===== src/verilog/ext_bus_pkg.sv =====
// Summary of operation
// - Mode 3 runs standard external bus cycles
// - Mode 0 always adds one wait state
// - Each wait lengthens strobe by two oscillator periods
// - Mode 0 cycle is two oscillator periods longer unless ready already adds a wait
// - Fail detector pulls reset low within 4-40 us
// - Detector enabled only by 0004H at 0778H
package ext_bus_pkg;

   // Core clock is the oscillator: one oscillator period per core_clk
   localparam int CLK_MHZ = 100;
   localparam int OSC_PER_WAIT = 2;
   localparam int STROBE_BASE = 2;
   localparam logic [1:0] STROBE_LAST = 2'h1;
   localparam logic [1:0] WAIT_LOAD = 2'(OSC_PER_WAIT);
   localparam logic [1:0] BASE_LOAD = 2'(STROBE_BASE);

   localparam logic [1:0] MODE_STANDARD = 2'h3;
   localparam logic [1:0] MODE_ONE_WAIT = 2'h0;

   localparam int FAIL_MIN_US = 4;
   localparam int FAIL_MAX_US = 40;
   localparam int FAIL_MIN_CYC = FAIL_MIN_US * CLK_MHZ;
   localparam int FAIL_MAX_CYC = FAIL_MAX_US * CLK_MHZ;
   localparam int FAIL_CNT_W = 12;
   localparam logic [FAIL_CNT_W-1:0] FAIL_TIMEOUT = FAIL_CNT_W'(FAIL_MIN_CYC);

   localparam logic [15:0] CFG_DETECT_LOC = 16'h0778;
   localparam logic [15:0] CFG_DETECT_VALUE = 16'h0004;

   typedef enum logic [2:0] {
      ST_IDLE,
      ST_ADDR,
      ST_HOLD,
      ST_STROBE,
      ST_RECOVER
   } bus_state_e;

   typedef struct packed {
      logic write;
      logic [15:0] addr;
      logic [15:0] wdata;
   } bus_req_s;

   typedef struct packed {
      logic address_valid_strobe;
      logic rd_n;
      logic wr_n;
      logic [15:0] ad_out;
      logic ad_oe;
   } bus_pins_s;

endpackage


===== src/verilog/osc_fail_detect.sv =====
`timescale 1ns/1ps
module osc_fail_detect
   import ext_bus_pkg::*;
(
   // Clock and reset
   input wire logic core_clk,
   input wire logic rst_n,
   // Monitored oscillator pin
   input wire logic osc_in,
   // Configuration image loader
   input wire logic cfg_load,
   input wire logic [15:0] cfg_addr,
   input wire logic [15:0] cfg_data,
   // Reset pull, low when failure seen
   output logic reset_pull_n,
   output logic fail_enabled
);

   logic osc_meta;
   logic osc_sync;
   logic osc_prev;
   logic [FAIL_CNT_W-1:0] gap_cnt;

   wire osc_edge = osc_sync ^ osc_prev;
   wire cfg_hit = cfg_load && (cfg_addr == CFG_DETECT_LOC);
   wire timed_out = gap_cnt >= FAIL_TIMEOUT;

   always_ff @(posedge core_clk or negedge rst_n) begin
      if (!rst_n) begin
         osc_meta <= 1'b0;
         osc_sync <= 1'b0;
         osc_prev <= 1'b0;
      end else begin
         osc_meta <= osc_in;
         osc_sync <= osc_meta;
         osc_prev <= osc_sync;
      end
   end

   // Only the exact enable word arms the detector
   always_ff @(posedge core_clk or negedge rst_n) begin
      if (!rst_n) begin
         fail_enabled <= 1'b0;
      end else if (cfg_hit) begin
         fail_enabled <= (cfg_data == CFG_DETECT_VALUE);
      end
   end

   // Gap of 4 us without an edge; sync lag keeps it far below 40 us
   always_ff @(posedge core_clk or negedge rst_n) begin
      if (!rst_n) begin
         gap_cnt <= '0;
      end else if (osc_edge || !fail_enabled) begin
         gap_cnt <= '0;
      end else if (!timed_out) begin
         gap_cnt <= gap_cnt + 1'b1;
      end
   end

   // Sticky until the system reset that it causes
   always_ff @(posedge core_clk or negedge rst_n) begin
      if (!rst_n) begin
         reset_pull_n <= 1'b1;
      end else if (fail_enabled && timed_out) begin
         reset_pull_n <= 1'b0;
      end
   end

endmodule


===== src/verilog/ext_bus_ctrl.sv =====
`timescale 1ns/1ps
module ext_bus_ctrl
   import ext_bus_pkg::*;
(
   // Clock and reset
   input wire logic core_clk,
   input wire logic rst_n,
   // Core request side
   input wire logic req_valid,
   input wire bus_req_s req,
   output logic req_ready,
   output logic rsp_valid,
   output logic [15:0] rsp_rdata,
   // Timing mode select
   input wire logic [1:0] bus_mode,
   // External bus pins
   input wire logic ready_pin,
   input wire logic [15:0] ad_in,
   output bus_pins_s pins,
   output logic clock_output_pin,
   // Oscillator fail detection
   input wire logic osc_in,
   input wire logic cfg_load,
   input wire logic [15:0] cfg_addr,
   input wire logic [15:0] cfg_data,
   output logic reset_pull_n,
   output logic clock_detect_enable_bit
);

   bus_state_e state;
   bus_state_e next_state;
   bus_req_s cur;
   logic cur_one_wait;
   logic wait_done;
   logic [1:0] phase_cnt;
   logic [1:0] next_cnt;
   logic ready_meta;
   logic ready_sync;
   logic [15:0] ad_meta;
   logic [15:0] ad_sync;

   // Active-low strobe, low only for the matching direction
   function automatic logic strobe_n(logic active, logic is_write, logic want_write);
      return !(active && (is_write == want_write));
   endfunction

   // Taken only while ready is shown, so no request slips in during reset
   wire take = (state == ST_IDLE) && req_valid && req_ready;
   wire strobe_end = (state == ST_STROBE) && (phase_cnt == STROBE_LAST);
   // Mode 0 forces the first wait regardless of ready
   wire forced_wait = cur_one_wait && !wait_done;
   wire need_wait = forced_wait || !ready_sync;
   wire add_wait = strobe_end && need_wait;
   wire finish = strobe_end && !need_wait;
   wire next_addr = (next_state == ST_ADDR);
   wire next_strobe = (next_state == ST_STROBE);
   wire next_data_oe = cur.write && ((next_state == ST_HOLD) || next_strobe);
   wire one_wait_sel = (bus_mode == MODE_ONE_WAIT);

   // Address comes from the request itself: cur only holds it after the take edge
   wire next_rd_n = strobe_n(next_strobe, cur.write, 1'b0);
   wire next_wr_n = strobe_n(next_strobe, cur.write, 1'b1);
   wire [15:0] next_ad_out = next_addr ? req.addr : cur.wdata;
   wire next_ad_oe = next_addr || next_data_oe;
   wire read_done = finish && !cur.write;
   wire next_rsp_valid = (state == ST_RECOVER);
   wire next_req_ready = (next_state == ST_IDLE);

   always_comb begin
      next_state = state;
      next_cnt = phase_cnt;
      unique case (state)
         ST_IDLE: begin
            if (take) begin
               next_state = ST_ADDR;
            end
         end
         ST_ADDR: begin
            next_state = ST_HOLD;
         end
         ST_HOLD: begin
            next_state = ST_STROBE;
            next_cnt = BASE_LOAD;
         end
         ST_STROBE: begin
            if (add_wait) begin
               next_cnt = WAIT_LOAD;
            end else if (finish) begin
               next_state = ST_RECOVER;
            end else begin
               next_cnt = phase_cnt - 1'b1;
            end
         end
         ST_RECOVER: begin
            next_state = ST_IDLE;
         end
      endcase
   end

   // Pin inputs pass two flops before use
   always_ff @(posedge core_clk or negedge rst_n) begin
      if (!rst_n) begin
         ready_meta <= 1'b0;
         ready_sync <= 1'b0;
      end else begin
         ready_meta <= ready_pin;
         ready_sync <= ready_meta;
      end
   end

   // Data settles before the strobe ends, so the word cannot tear here
   always_ff @(posedge core_clk or negedge rst_n) begin
      if (!rst_n) begin
         ad_meta <= '0;
         ad_sync <= '0;
      end else begin
         ad_meta <= ad_in;
         ad_sync <= ad_meta;
      end
   end

   always_ff @(posedge core_clk or negedge rst_n) begin
      if (!rst_n) begin
         state <= ST_IDLE;
      end else begin
         state <= next_state;
      end
   end

   // Oscillator periods left in the current strobe phase
   always_ff @(posedge core_clk or negedge rst_n) begin
      if (!rst_n) begin
         phase_cnt <= '0;
      end else begin
         phase_cnt <= next_cnt;
      end
   end

   // Mode is fixed for the whole cycle once the request is taken
   always_ff @(posedge core_clk or negedge rst_n) begin
      if (!rst_n) begin
         cur <= '0;
         cur_one_wait <= 1'b0;
      end else if (take) begin
         cur <= req;
         cur_one_wait <= one_wait_sel;
      end
   end

   // Mode 0 spends its forced wait once per cycle
   always_ff @(posedge core_clk or negedge rst_n) begin
      if (!rst_n) begin
         wait_done <= 1'b0;
      end else if (take) begin
         wait_done <= 1'b0;
      end else if (add_wait) begin
         wait_done <= 1'b1;
      end
   end

   // Read data stays until the next read ends
   always_ff @(posedge core_clk or negedge rst_n) begin
      if (!rst_n) begin
         rsp_rdata <= '0;
      end else if (read_done) begin
         rsp_rdata <= ad_sync;
      end
   end

   always_ff @(posedge core_clk or negedge rst_n) begin
      if (!rst_n) begin
         rsp_valid <= 1'b0;
      end else begin
         rsp_valid <= next_rsp_valid;
      end
   end

   // Low in reset so no request is taken before the state is known
   always_ff @(posedge core_clk or negedge rst_n) begin
      if (!rst_n) begin
         req_ready <= 1'b0;
      end else begin
         req_ready <= next_req_ready;
      end
   end

   // Pins registered from the next state so they line up with it
   always_ff @(posedge core_clk or negedge rst_n) begin
      if (!rst_n) begin
         pins.address_valid_strobe <= 1'b0;
         pins.rd_n <= 1'b1;
         pins.wr_n <= 1'b1;
         pins.ad_out <= '0;
         pins.ad_oe <= 1'b0;
      end else begin
         pins.address_valid_strobe <= next_addr;
         pins.rd_n <= next_rd_n;
         pins.wr_n <= next_wr_n;
         pins.ad_out <= next_ad_out;
         pins.ad_oe <= next_ad_oe;
      end
   end

   // Clock output runs at half the oscillator rate
   always_ff @(posedge core_clk or negedge rst_n) begin
      if (!rst_n) begin
         clock_output_pin <= 1'b0;
      end else begin
         clock_output_pin <= !clock_output_pin;
      end
   end

   osc_fail_detect oscillator_fail_detector (
      .core_clk(core_clk),
      .rst_n(rst_n),
      .osc_in(osc_in),
      .cfg_load(cfg_load),
      .cfg_addr(cfg_addr),
      .cfg_data(cfg_data),
      .reset_pull_n(reset_pull_n),
      .fail_enabled(clock_detect_enable_bit)
   );

endmodule


===== config.mk =====
export PLATFORM = sky130hd
export DESIGN_NAME = ext_bus_ctrl
export DESIGN_NICKNAME = d
export VERILOG_FILES = /design/src/verilog/ext_bus_pkg.sv /design/src/verilog/osc_fail_detect.sv /design/src/verilog/ext_bus_ctrl.sv
export SDC_FILE = /design/constraint.sdc
export NUM_CORES = 1
export LEC_CHECK = 0
export ABC_CLOCK_PERIOD_IN_PS = 4700
export BUFFER_PORTS_ARGS = -buffer_cell sky130_fd_sc_hd__buf_4
export CAP_MARGIN = 20
export CORE_UTILIZATION = 33
export CTS_BUF_LIST = sky130_fd_sc_hd__clkbuf_16
export DETAILED_ROUTE_END_ITERATION = 8
export MAX_ROUTING_LAYER = met4
export SLEW_MARGIN = 40
export SYNTH_ARGS = -nofsm -noshare
export SYNTH_HDL_FRONTEND = slang
export SYNTH_SLANG_ARGS = --single-unit

===== constraint.sdc =====
create_clock -name core_clk -period 4.7 [get_ports core_clk]
set_input_delay 0.47 -clock core_clk [delete_from_list [all_inputs] [get_ports core_clk]]
set_output_delay 0.47 -clock core_clk [all_outputs]
set_load 0.02 [all_outputs]

Yosys cells after proc, flatten, opt, wreduce, memory -nomap -nowiden
Cells that the tools add are included.

word-level totals
  register bits after elaboration = 114
  input bits = 89
  output and inout port bits = 41

operators by class
  add/sub/neg operators = 2
  magnitude comparators = 1
  eq/ne operators = 12
  muxes and demuxes = 12
  bitwise logic cells = 2
  reduce and logical (&&, ||, !) cells = 30

operators by type and width
  operator                                                                               count
  12-bit 2-to-1 mux                                                                      2
  16-bit by 11-bit equality test with 1-bit output (second input constant)               1
  16-bit by 3-bit equality test with 1-bit output (second input constant)                1
  16-bit 2-to-1 mux                                                                      1
  3-bit one-hot mux with 5 select lines                                                  1
  12-bit by 1-bit adder with 12-bit output (second input constant)                       1
  3-bit by 2-bit equality test with 1-bit output (second input constant)                 4
  12-bit by 9-bit greater-or-equal comparator with 1-bit output (second input constant)  1
  1-bit logical AND                                                                      12
  3-bit 2-to-1 mux                                                                       3
  1-bit zero test                                                                        8
  3-bit by 1-bit equality test with 1-bit output (second input constant)                 2
  3-bit zero test                                                                        2
  1-bit logical OR                                                                       4
  2-bit 2-to-1 mux                                                                       2
  2-bit one-hot mux with 2 select lines                                                  1
  2-bit nonzero test                                                                     2
  3-bit equality test (second input constant)                                            1
  3-bit != test (second input constant)                                                  1
  2-bit by 1-bit equality test with 1-bit output (second input constant)                 1
  2-bit zero test                                                                        1
  1-bit 2-to-1 mux                                                                       2
  2-bit != test (second input constant)                                                  1
  2-bit AND reduction                                                                    1
  3 further kinds                                                                        3

Longest topological paths before layout
Gate-level depths: netlist of run 1.

  word-level depth = 12
  mapped depth = 6
  mapped depth without buffers = 5

Cells and area by module
Synthesis of run 1 repeated with hierarchy kept, for this count alone.

second synthesis, totals
  cell total of the unflattened synthesis = 269
  area, all modules = 4124.0 um^2

by module, submodules not included
  module           instances  cells an instance  area each (um^2)  seq. area each (um^2)
  ext_bus_ctrl     1          194                3303.2            2429.8
  osc_fail_detect  1          75                 820.8             426.7

Worst setup path after synthesis of run 1
No wires, ideal clock.

  path kind = reg2reg
  start = reg phase_cnt[1]
  end = reg rsp_rdata[10]
  setup time = 125 ps
  arrival = 1691 ps
  data required time = 4575 ps
  slack = 2884 ps
  stages on the path, launching flop included = 7
  period minus slack after synthesis = 1816 ps
  path through = dfrtp_1 -> inv_1 -> ha_1 -> nand3_4 -> nor4_4 -> buf_8 -> mux2_4

on the way
  word-level cells in the longest chain between the ends = 4

ends and longest elaborated chain
  element                                         RTL line             text
  from (decl)                                     ext_bus_ctrl.sv:35   logic [1:0] phase_cnt;
  from (signal assigned)                          ext_bus_ctrl.sv:135  phase_cnt <= next_cnt;
  2-bit by 1-bit equality test with 1-bit output  ext_bus_ctrl.sv:49   wire strobe_end = (state == ST_STROBE) && (phase_cnt == STROBE_LAST);
  1-bit logical AND                               ext_bus_ctrl.sv:49
  1-bit logical AND                               ext_bus_ctrl.sv:54   wire finish = strobe_end && !need_wait;
  1-bit logical AND                               ext_bus_ctrl.sv:65   wire read_done = finish && !cur.write;
  to (signal assigned)                            ext_bus_ctrl.sv:166  rsp_rdata <= ad_sync;
  to (decl)                                       ext_bus_ctrl.sv:13   output logic [15:0] rsp_rdata,

Every way passes these cells.
A chain may end at the register's enable or synchronous reset.

Worst setup path in the final report of run 1
  start = reg phase_cnt[0]
  end = reg rsp_rdata[2]

The elaborated chain is that of the path after synthesis.

==> results of run 1 <==
==> worst max-delay path by stage <==
stage	from	end	cells past startpoint
after floorplan	phase_cnt[1]	rsp_rdata[10]	6
after global placement	phase_cnt[1]	rsp_rdata[2]	6
after detailed placement	phase_cnt[0]	rsp_rdata[2]	5
after CTS	phase_cnt[0]	rsp_rdata[2]	5
after global routing	phase_cnt[1]	rsp_rdata[5]	6
final	phase_cnt[0]	rsp_rdata[2]	5
==> layout make-up <==
cell class,instances,area share (%)
clock buffer,17,7.282
clock inverter,15,1.564
inverter,9,0.5783
multi-input combinational,142,21.05
sequential,114,48.90
tap,168,3.598
timing repair buffer,132,17.03
==> flip-flops by register name, summed over array words and instances (netlist names), 2 cells and up <==
signal                            flops
ad_meta                              16
cur                                  17
ad_sync                              16
pins                                 20
phase_cnt                             2
state                                 3
rsp_rdata                            16
oscillator_fail_detector.gap_cnt     12
==> Yosys cell counts, types with 2 or more instances <==
| cell | number |
|---|---|
| a21oi_1 | 5 |
| a41oi_1 | 3 |
| and2_1 | 2 |
| and3_1 | 5 |
| buf_2 | 3 |
| buf_4 | 3 |
| dfrtp_1 | 111 |
| dfstp_2 | 3 |
| ha_1 | 3 |
| inv_1 | 8 |
| mux2_2 | 39 |
| mux2_4 | 10 |
| nand2_1 | 10 |
| nand2b_1 | 2 |
| nand3_1 | 3 |
| nand4_1 | 6 |
| nor2_1 | 14 |
| nor3_1 | 5 |
| nor4_1 | 4 |
| o21ai_0 | 4 |
| xnor2_1 | 3 |
| xor2_1 | 4 |
==> layer usage <==
metal | wire, µm | up-vias | track usage [%]
met5 | 0 | - | -
met4 | 187 | 0 | 7.965
met3 | 657 | 17 | 6.406
met2 | 3663 | 99 | 19.64
met1 | 3568 | 1311 | 17.51
li1 | - | 1237 | -
==> kinds of logic (layout without fill, tap and decap cells) <==
kind of cell | count (synthesis) | after routing | synth area share, %
buffers and inverters | 16 | 173 | 2.073
xor gates and xnor gates | 7 | 7 | 1.472
adders and majority gates | 3 | 3 | 0.9015
AOI/OAI and AO/OA | 19 | 19 | 3.486
muxes | 50 | 50 | 14.39
and+or+nand+nor | 63 | 63 | 9.075
DFF | 114 | 114 | 68.60
==> power by group through the flow <==
stage | registers, mW | logic (mW) | clock network (mW)
after floorplan | 1.27 | 0.210 | 0
after global placement | 1.21 | 0.500 | 0
after detailed placement | 1.22 | 0.512 | 0
after CTS | 1.21 | 0.513 | 1.14
after global routing | 1.22 | 0.546 | 1.18
final | 1.20 | 0.506 | 1.10
==> metrics by stage <==
step	hold WS, ps	power [mW]	area [µm²]	util, %
finish	71.23	2.811	5842	48.04
floorplan	174.4	1.483	4164	-
global route	123.0	2.949	5842	48.04
detailed placement	335.6	1.731	5325	43.79
global placement	333.0	1.713	5321	43.76
CTS	99.86	2.858	5842	48.04
==> impl_metrics.env, run 1 <==
export IMPL_status="finished clean"
export IMPL_switching_power_mw=0.7428
export IMPL_clock_skew_ps=10.22
export IMPL_rows=40
export IMPL_gr_usage_all_layers_pct=14.32
export IMPL_critPathLaunchType="flop"
export IMPL_drc=0
export IMPL_hold_buffers=0
export IMPL_multi_input_area_mm2=0.001230
export IMPL_p_clk_share_pct=39.1
export IMPL_drt_pre_antenna_iters=4
export IMPL_syn_area_per_cell_um2=15.31
export IMPL_setup_ws_ps=2823
export IMPL_grt_pass1_wl_um=13540
export IMPL_netlist_top_cells_area="dfrtp_1 67%, mux2_2 11%, mux2_4 3.6%, dfstp_2 1.9%, nor2_1 1.3%"
export IMPL_die_y_um=114.3
export IMPL_peakVddDrop_mv=0.2493
export IMPL_cts_resized=0
export IMPL_cts_sinks=114
export IMPL_cts_path_max_buffers=2
export IMPL_tns_ps=0
export IMPL_synth_seq_cells=114
export IMPL_clk_pin_slew_ps=50
export IMPL_p_int_mw=2.068
export IMPL_yosysTopAreaCellShare_pct=66.71
export IMPL_h_tree_depth=4
export IMPL_drive_above_1_share_pct=50.12
export IMPL_sequentialPowerShare_pct=42.9
export IMPL_swShare_pct=26.42
export IMPL_seq_area_mm2=0.002856
export IMPL_rr_startpoint="phase_cnt[0]"
export IMPL_slowest_stage="dfrtp_1"
export IMPL_initial_core_util_pct=34.24
export IMPL_slew_headroom_pct=56.36
export IMPL_cp_top_family="flip-flops"
export IMPL_worstSetupPathType="reg -> reg"
export IMPL_critPathMaxStageDelay_ps=390
export IMPL_fin_crit_sh_pct=39.94
export IMPL_timing_hold_violations_final=0
export IMPL_ys_async_sr_fraction_pct=100.0
export IMPL_drtIter0Drc=95
export IMPL_r2r_slack_ps=2820
export IMPL_antenna_left=0
export IMPL_ff2ff_path_depth=5
export IMPL_path_max_fanout=16
export IMPL_num_vias=2664
export IMPL_wl_per_cell_um=13.53
export IMPL_grt_pass1_vias=2911
export IMPL_yosysSeqAreaShare_pct=68.60
export IMPL_synth_area_mm2=0.004164
export IMPL_final_cells=597
export IMPL_tritoncts="yes"
export IMPL_core_area_mm2=0.01216
export IMPL_syn2layout_area_growth_pct=40.29
export IMPL_dp_cells=565
export IMPL_yosysUniqueCellTypes=44
export IMPL_fillers=1097
export IMPL_insertion_delay_ps=400
export IMPL_grt_setup_unrepaired="no"
export IMPL_numCtsBuffers=17
export IMPL_netlist_instances=272
export IMPL_synth_area_leader_cell="dfrtp_1"
export IMPL_io_pins=130
export IMPL_hold_class="in -> async"
export IMPL_finalMaxSlewViolations=0
export IMPL_timing_rr_end="rsp_rdata[2]"
export IMPL_post_cts_buffers=0
export IMPL_clock_root_buffer="clkbuf_16"
export IMPL_via_per_inst=4.462
export IMPL_antenna_found_initial=0
export IMPL_power_density_mw_per_mm2=481.2
export IMPL_final_cell_mix="131 x buf_4, 111 x dfrtp_1, 39 x mux2_2"
export IMPL_comb_power_share_pct=18.0
export IMPL_synth_nets=364
export IMPL_leakagePower_nw=2.905
export IMPL_worst_setup_path_end_kind="flop"
export IMPL_drv_cap=0
export IMPL_overflow=0
export IMPL_cp_required_ps=4980
export IMPL_ys_flop_type="dfrtp_1"
export IMPL_cp_arrival_ps=2160
export IMPL_hpwlAfterDp_um=5566
export IMPL_synth_edf_count=0
export IMPL_finalWeightedCongestion=0.8020
export IMPL_grt_max_degree=75
export IMPL_period_needed_ps=1877
export IMPL_final_common_cell="buf_4"
export IMPL_ys_warnings_count=0
export IMPL_finalSetupViolations=0
export IMPL_worstMarginPinSlew_ps=654.6
export IMPL_portBuffers=129
export IMPL_crit_buf_inv=1
export IMPL_crit_path_cell_trace="ha_1, nand3_4, nor4_4, buf_4, mux2_2"
export IMPL_diodes=0
export IMPL_dieWidth_um=114.3
export IMPL_dieArea_mm2=0.01307
export IMPL_drt_wl_total_um=8076
export IMPL_fin_nets=508
export IMPL_timing_fmax_mhz=532.7
export IMPL_post_place_ws_ps=2825
Power figures use the tool's default switching activity.
==> inputs of run 2 (changes only) <==
ABC_CLOCK_PERIOD_IN_PS = 1950   (was 4700)
clock period = 1.95 ns   (was 4.7 ns; I/O delays follow)
==> run 2 against run 1 <==
- combinational power grew to 2.6 times the previous value
- register-to-register slack got worse by 2700 ps
- routed wire length rose by 7.0%
- utilization increased by 2.2 points
- clock-buffer cell count is the same
- clock power increased by 130%
- sequential power grew 140%
- final area is 4.6% higher
- die area unchanged
- fmax rose by 4.1%
- cell count is 4.4% higher
- global-route usage increased by 0.76 points
- critical endpoint is now rsp_rdata[4]
==> impl_metrics.env, run 2 (synthesis results as in run 1) <==
export IMPL_tns_ps=0
export IMPL_reg_top3="pins x20, cur x17"
export IMPL_peakVddDrop_mv=0.6059
export IMPL_largest_reg_flops=20
export IMPL_post_cts_buffers=0
export IMPL_drc=0
export IMPL_slew_headroom_pct=67.53
export IMPL_switching_power_mw=1.832
export IMPL_core_area_mm2=0.01216
export IMPL_cts_path_max_buffers=2
export IMPL_final_common_cell="buf_4"
export IMPL_diodes=0
export IMPL_hpwlAfterDp_um=5737
export IMPL_stdcell_area_mm2=0.006112
export IMPL_die_y_um=114.3
export IMPL_worstSetupPathType="reg -> reg"
export IMPL_overflow=0
export IMPL_drive_above_1_share_pct=47.69
export IMPL_cts_resized=0
export IMPL_leakagePower_nw=3.008
export IMPL_io_pins=130
export IMPL_fin_crit_sh_pct=92.51
export IMPL_insertion_delay_ps=400
export IMPL_initial_core_util_pct=34.24
export IMPL_clock_skew_ps=7.268
export IMPL_tritoncts="yes"
export IMPL_grt_pass1_wl_um=14370
export IMPL_drt_pre_antenna_iters=4
export IMPL_grt_max_degree=43
export IMPL_antenna_found_initial=0
export IMPL_wl_per_cell_um=13.87
export IMPL_sequentialPowerShare_pct=42.7
export IMPL_gr_usage_all_layers_pct=15.08
export IMPL_period_needed_ps=1804
export IMPL_cts_sinks=114
export IMPL_p_clk_share_pct=37.9
export IMPL_clk_pin_slew_ps=50
export IMPL_drv_cap=0
export IMPL_finalWeightedCongestion=0.8522
export IMPL_drtIter0Drc=132
export IMPL_grt_setup_unrepaired="no"
export IMPL_hold_class="in -> reg"
export IMPL_power_density_mw_per_mm2=1102
export IMPL_h_tree_depth=4
export IMPL_cp_required_ps=2240
export IMPL_comb_power_share_pct=19.5
export IMPL_cp_arrival_ps=2090
export IMPL_p_int_mw=4.905
export IMPL_top_layer="met4"
export IMPL_finalMaxSlewViolations=0
export IMPL_multi_input_area_mm2=0.001230
export IMPL_final_cell_mix="131 x buf_4, 111 x dfrtp_1, 39 x mux2_2"
export IMPL_swShare_pct=27.19
export IMPL_wl_met2_um=4000
export IMPL_drt_wl_total_um=8642
export IMPL_grt_pass1_vias=3016
export IMPL_startpoint="phase_cnt[1]"
export IMPL_path_max_fanout=16
export IMPL_hold_slack_ps=20.60
export IMPL_seq_area_mm2=0.002856
export IMPL_clock_root_buffer="clkbuf_16"
export IMPL_finalSetupViolations=0
export IMPL_num_vias=2736
export IMPL_wl_met3_um=720
export IMPL_fin_nets=534
export IMPL_numCtsBuffers=17
export IMPL_rr_startpoint="phase_cnt[1]"
export IMPL_fillers=1052
export IMPL_timing_hold_violations_final=0
export IMPL_worstMarginPinSlew_ps=487.0
export IMPL_min_from="req[2]"
export IMPL_dieWidth_um=114.3
export IMPL_worst_setup_path_end_kind="flop"
export IMPL_met1Wirelength_um=3813
export IMPL_post_dp_cell_area_mm2=0.005394
export IMPL_via_per_inst=4.392
export IMPL_syn2layout_area_growth_pct=46.78
export IMPL_rows=40
export IMPL_largest_register="pins"
export IMPL_critPathLaunchType="flop"
export IMPL_p_total_mw=6.736
export IMPL_antenna_left=0
export IMPL_status="finished clean"
export IMPL_portBuffers=129
export IMPL_timing_fmax_mhz=554.3
export IMPL_dieArea_mm2=0.01307
run 2: cell count changes in the layout (fill, tap and decap cells not counted), sizes merged:
cell / previous run / this run
inv: 16 / 13
dlygate4sd3: 0 / 23
clkinv: 6 / 11
clkinvlp: 1 / 0
bufinv: 1 / 0
buf: 132 / 135
run 2: metal layers:
| metal | track usage, % | vias to the layer above |
|---|---|---|
| met4 | 6.494 | 0 |
| met2 | 21.13 | 94 |
| met1 | 18.11 | 1328 |
| met3 | 7.782 | 14 |
| met5 | - | - |
| li1 | - | 1300 |
run 2: final timing paths:
| check | endpoint | slack (ps) | cells after the start |
|---|---|---|---|
| worst min register to register | ad_sync[12] | 340 | 0 |
| worst max-delay path | rsp_rdata[4] | 150 | 6 |
| worst max register to register | rsp_rdata[4] | 150 | 6 |
| worst min-delay path | cur[2] | 20 | 2 |
| min in group asynchronous | pins[11] | 280 | 2 |
| max in group asynchronous | oscillator_fail_detector.reset_pull_n | 1010 | 3 |
run 2: cell type report:
type                    count  area share [%]
flip-flops and latches    114           46.73
repair buffers            158           21.17
multi-input cells         142           20.12
clock buffers              17           6.960
well taps                 168           3.439
clock inverters            15           1.024
inverters                   9          0.5527
run 2: critical path: stages (launching register included):
cell     delay (ps)
dfrtp_1         370
inv_1            60
ha_1            290
nand3_4         130
nor4_4          270
buf_12          210
mux2_2          350
run 2: what timing repair did:
| item | 4_1_cts | 5_1_grt |
|---|---|---|
| endpoints found under the setup margin | 0 | 0 |
| hold buffers | 22 | 1 |
| endpoints found under the hold margin | 53 | 1 |
run 2: metrics by stage:
step | std cells | setup slack, ps | utilization, %
CTS | 622 | 158.8 | 50.17
detailed placement | 568 | 160.4 | 44.35
finish | 623 | 146.0 | 50.26
global placement | 568 | 210.6 | 44.35
global route | 623 | 52.71 | 50.26
floorplan | 272 | 133.9 | -
run 2: power by group through the flow:
stage,combinational (mW),sequential [mW],clock [mW]
2_1_floorplan,0.506,3.07,0
6_report,1.31,2.87,2.55
4_1_cts,1.32,2.88,2.62
3_3_place_gp,1.25,2.90,0
3_5_place_dp,1.28,2.91,0
5_1_grt,1.42,2.92,2.74
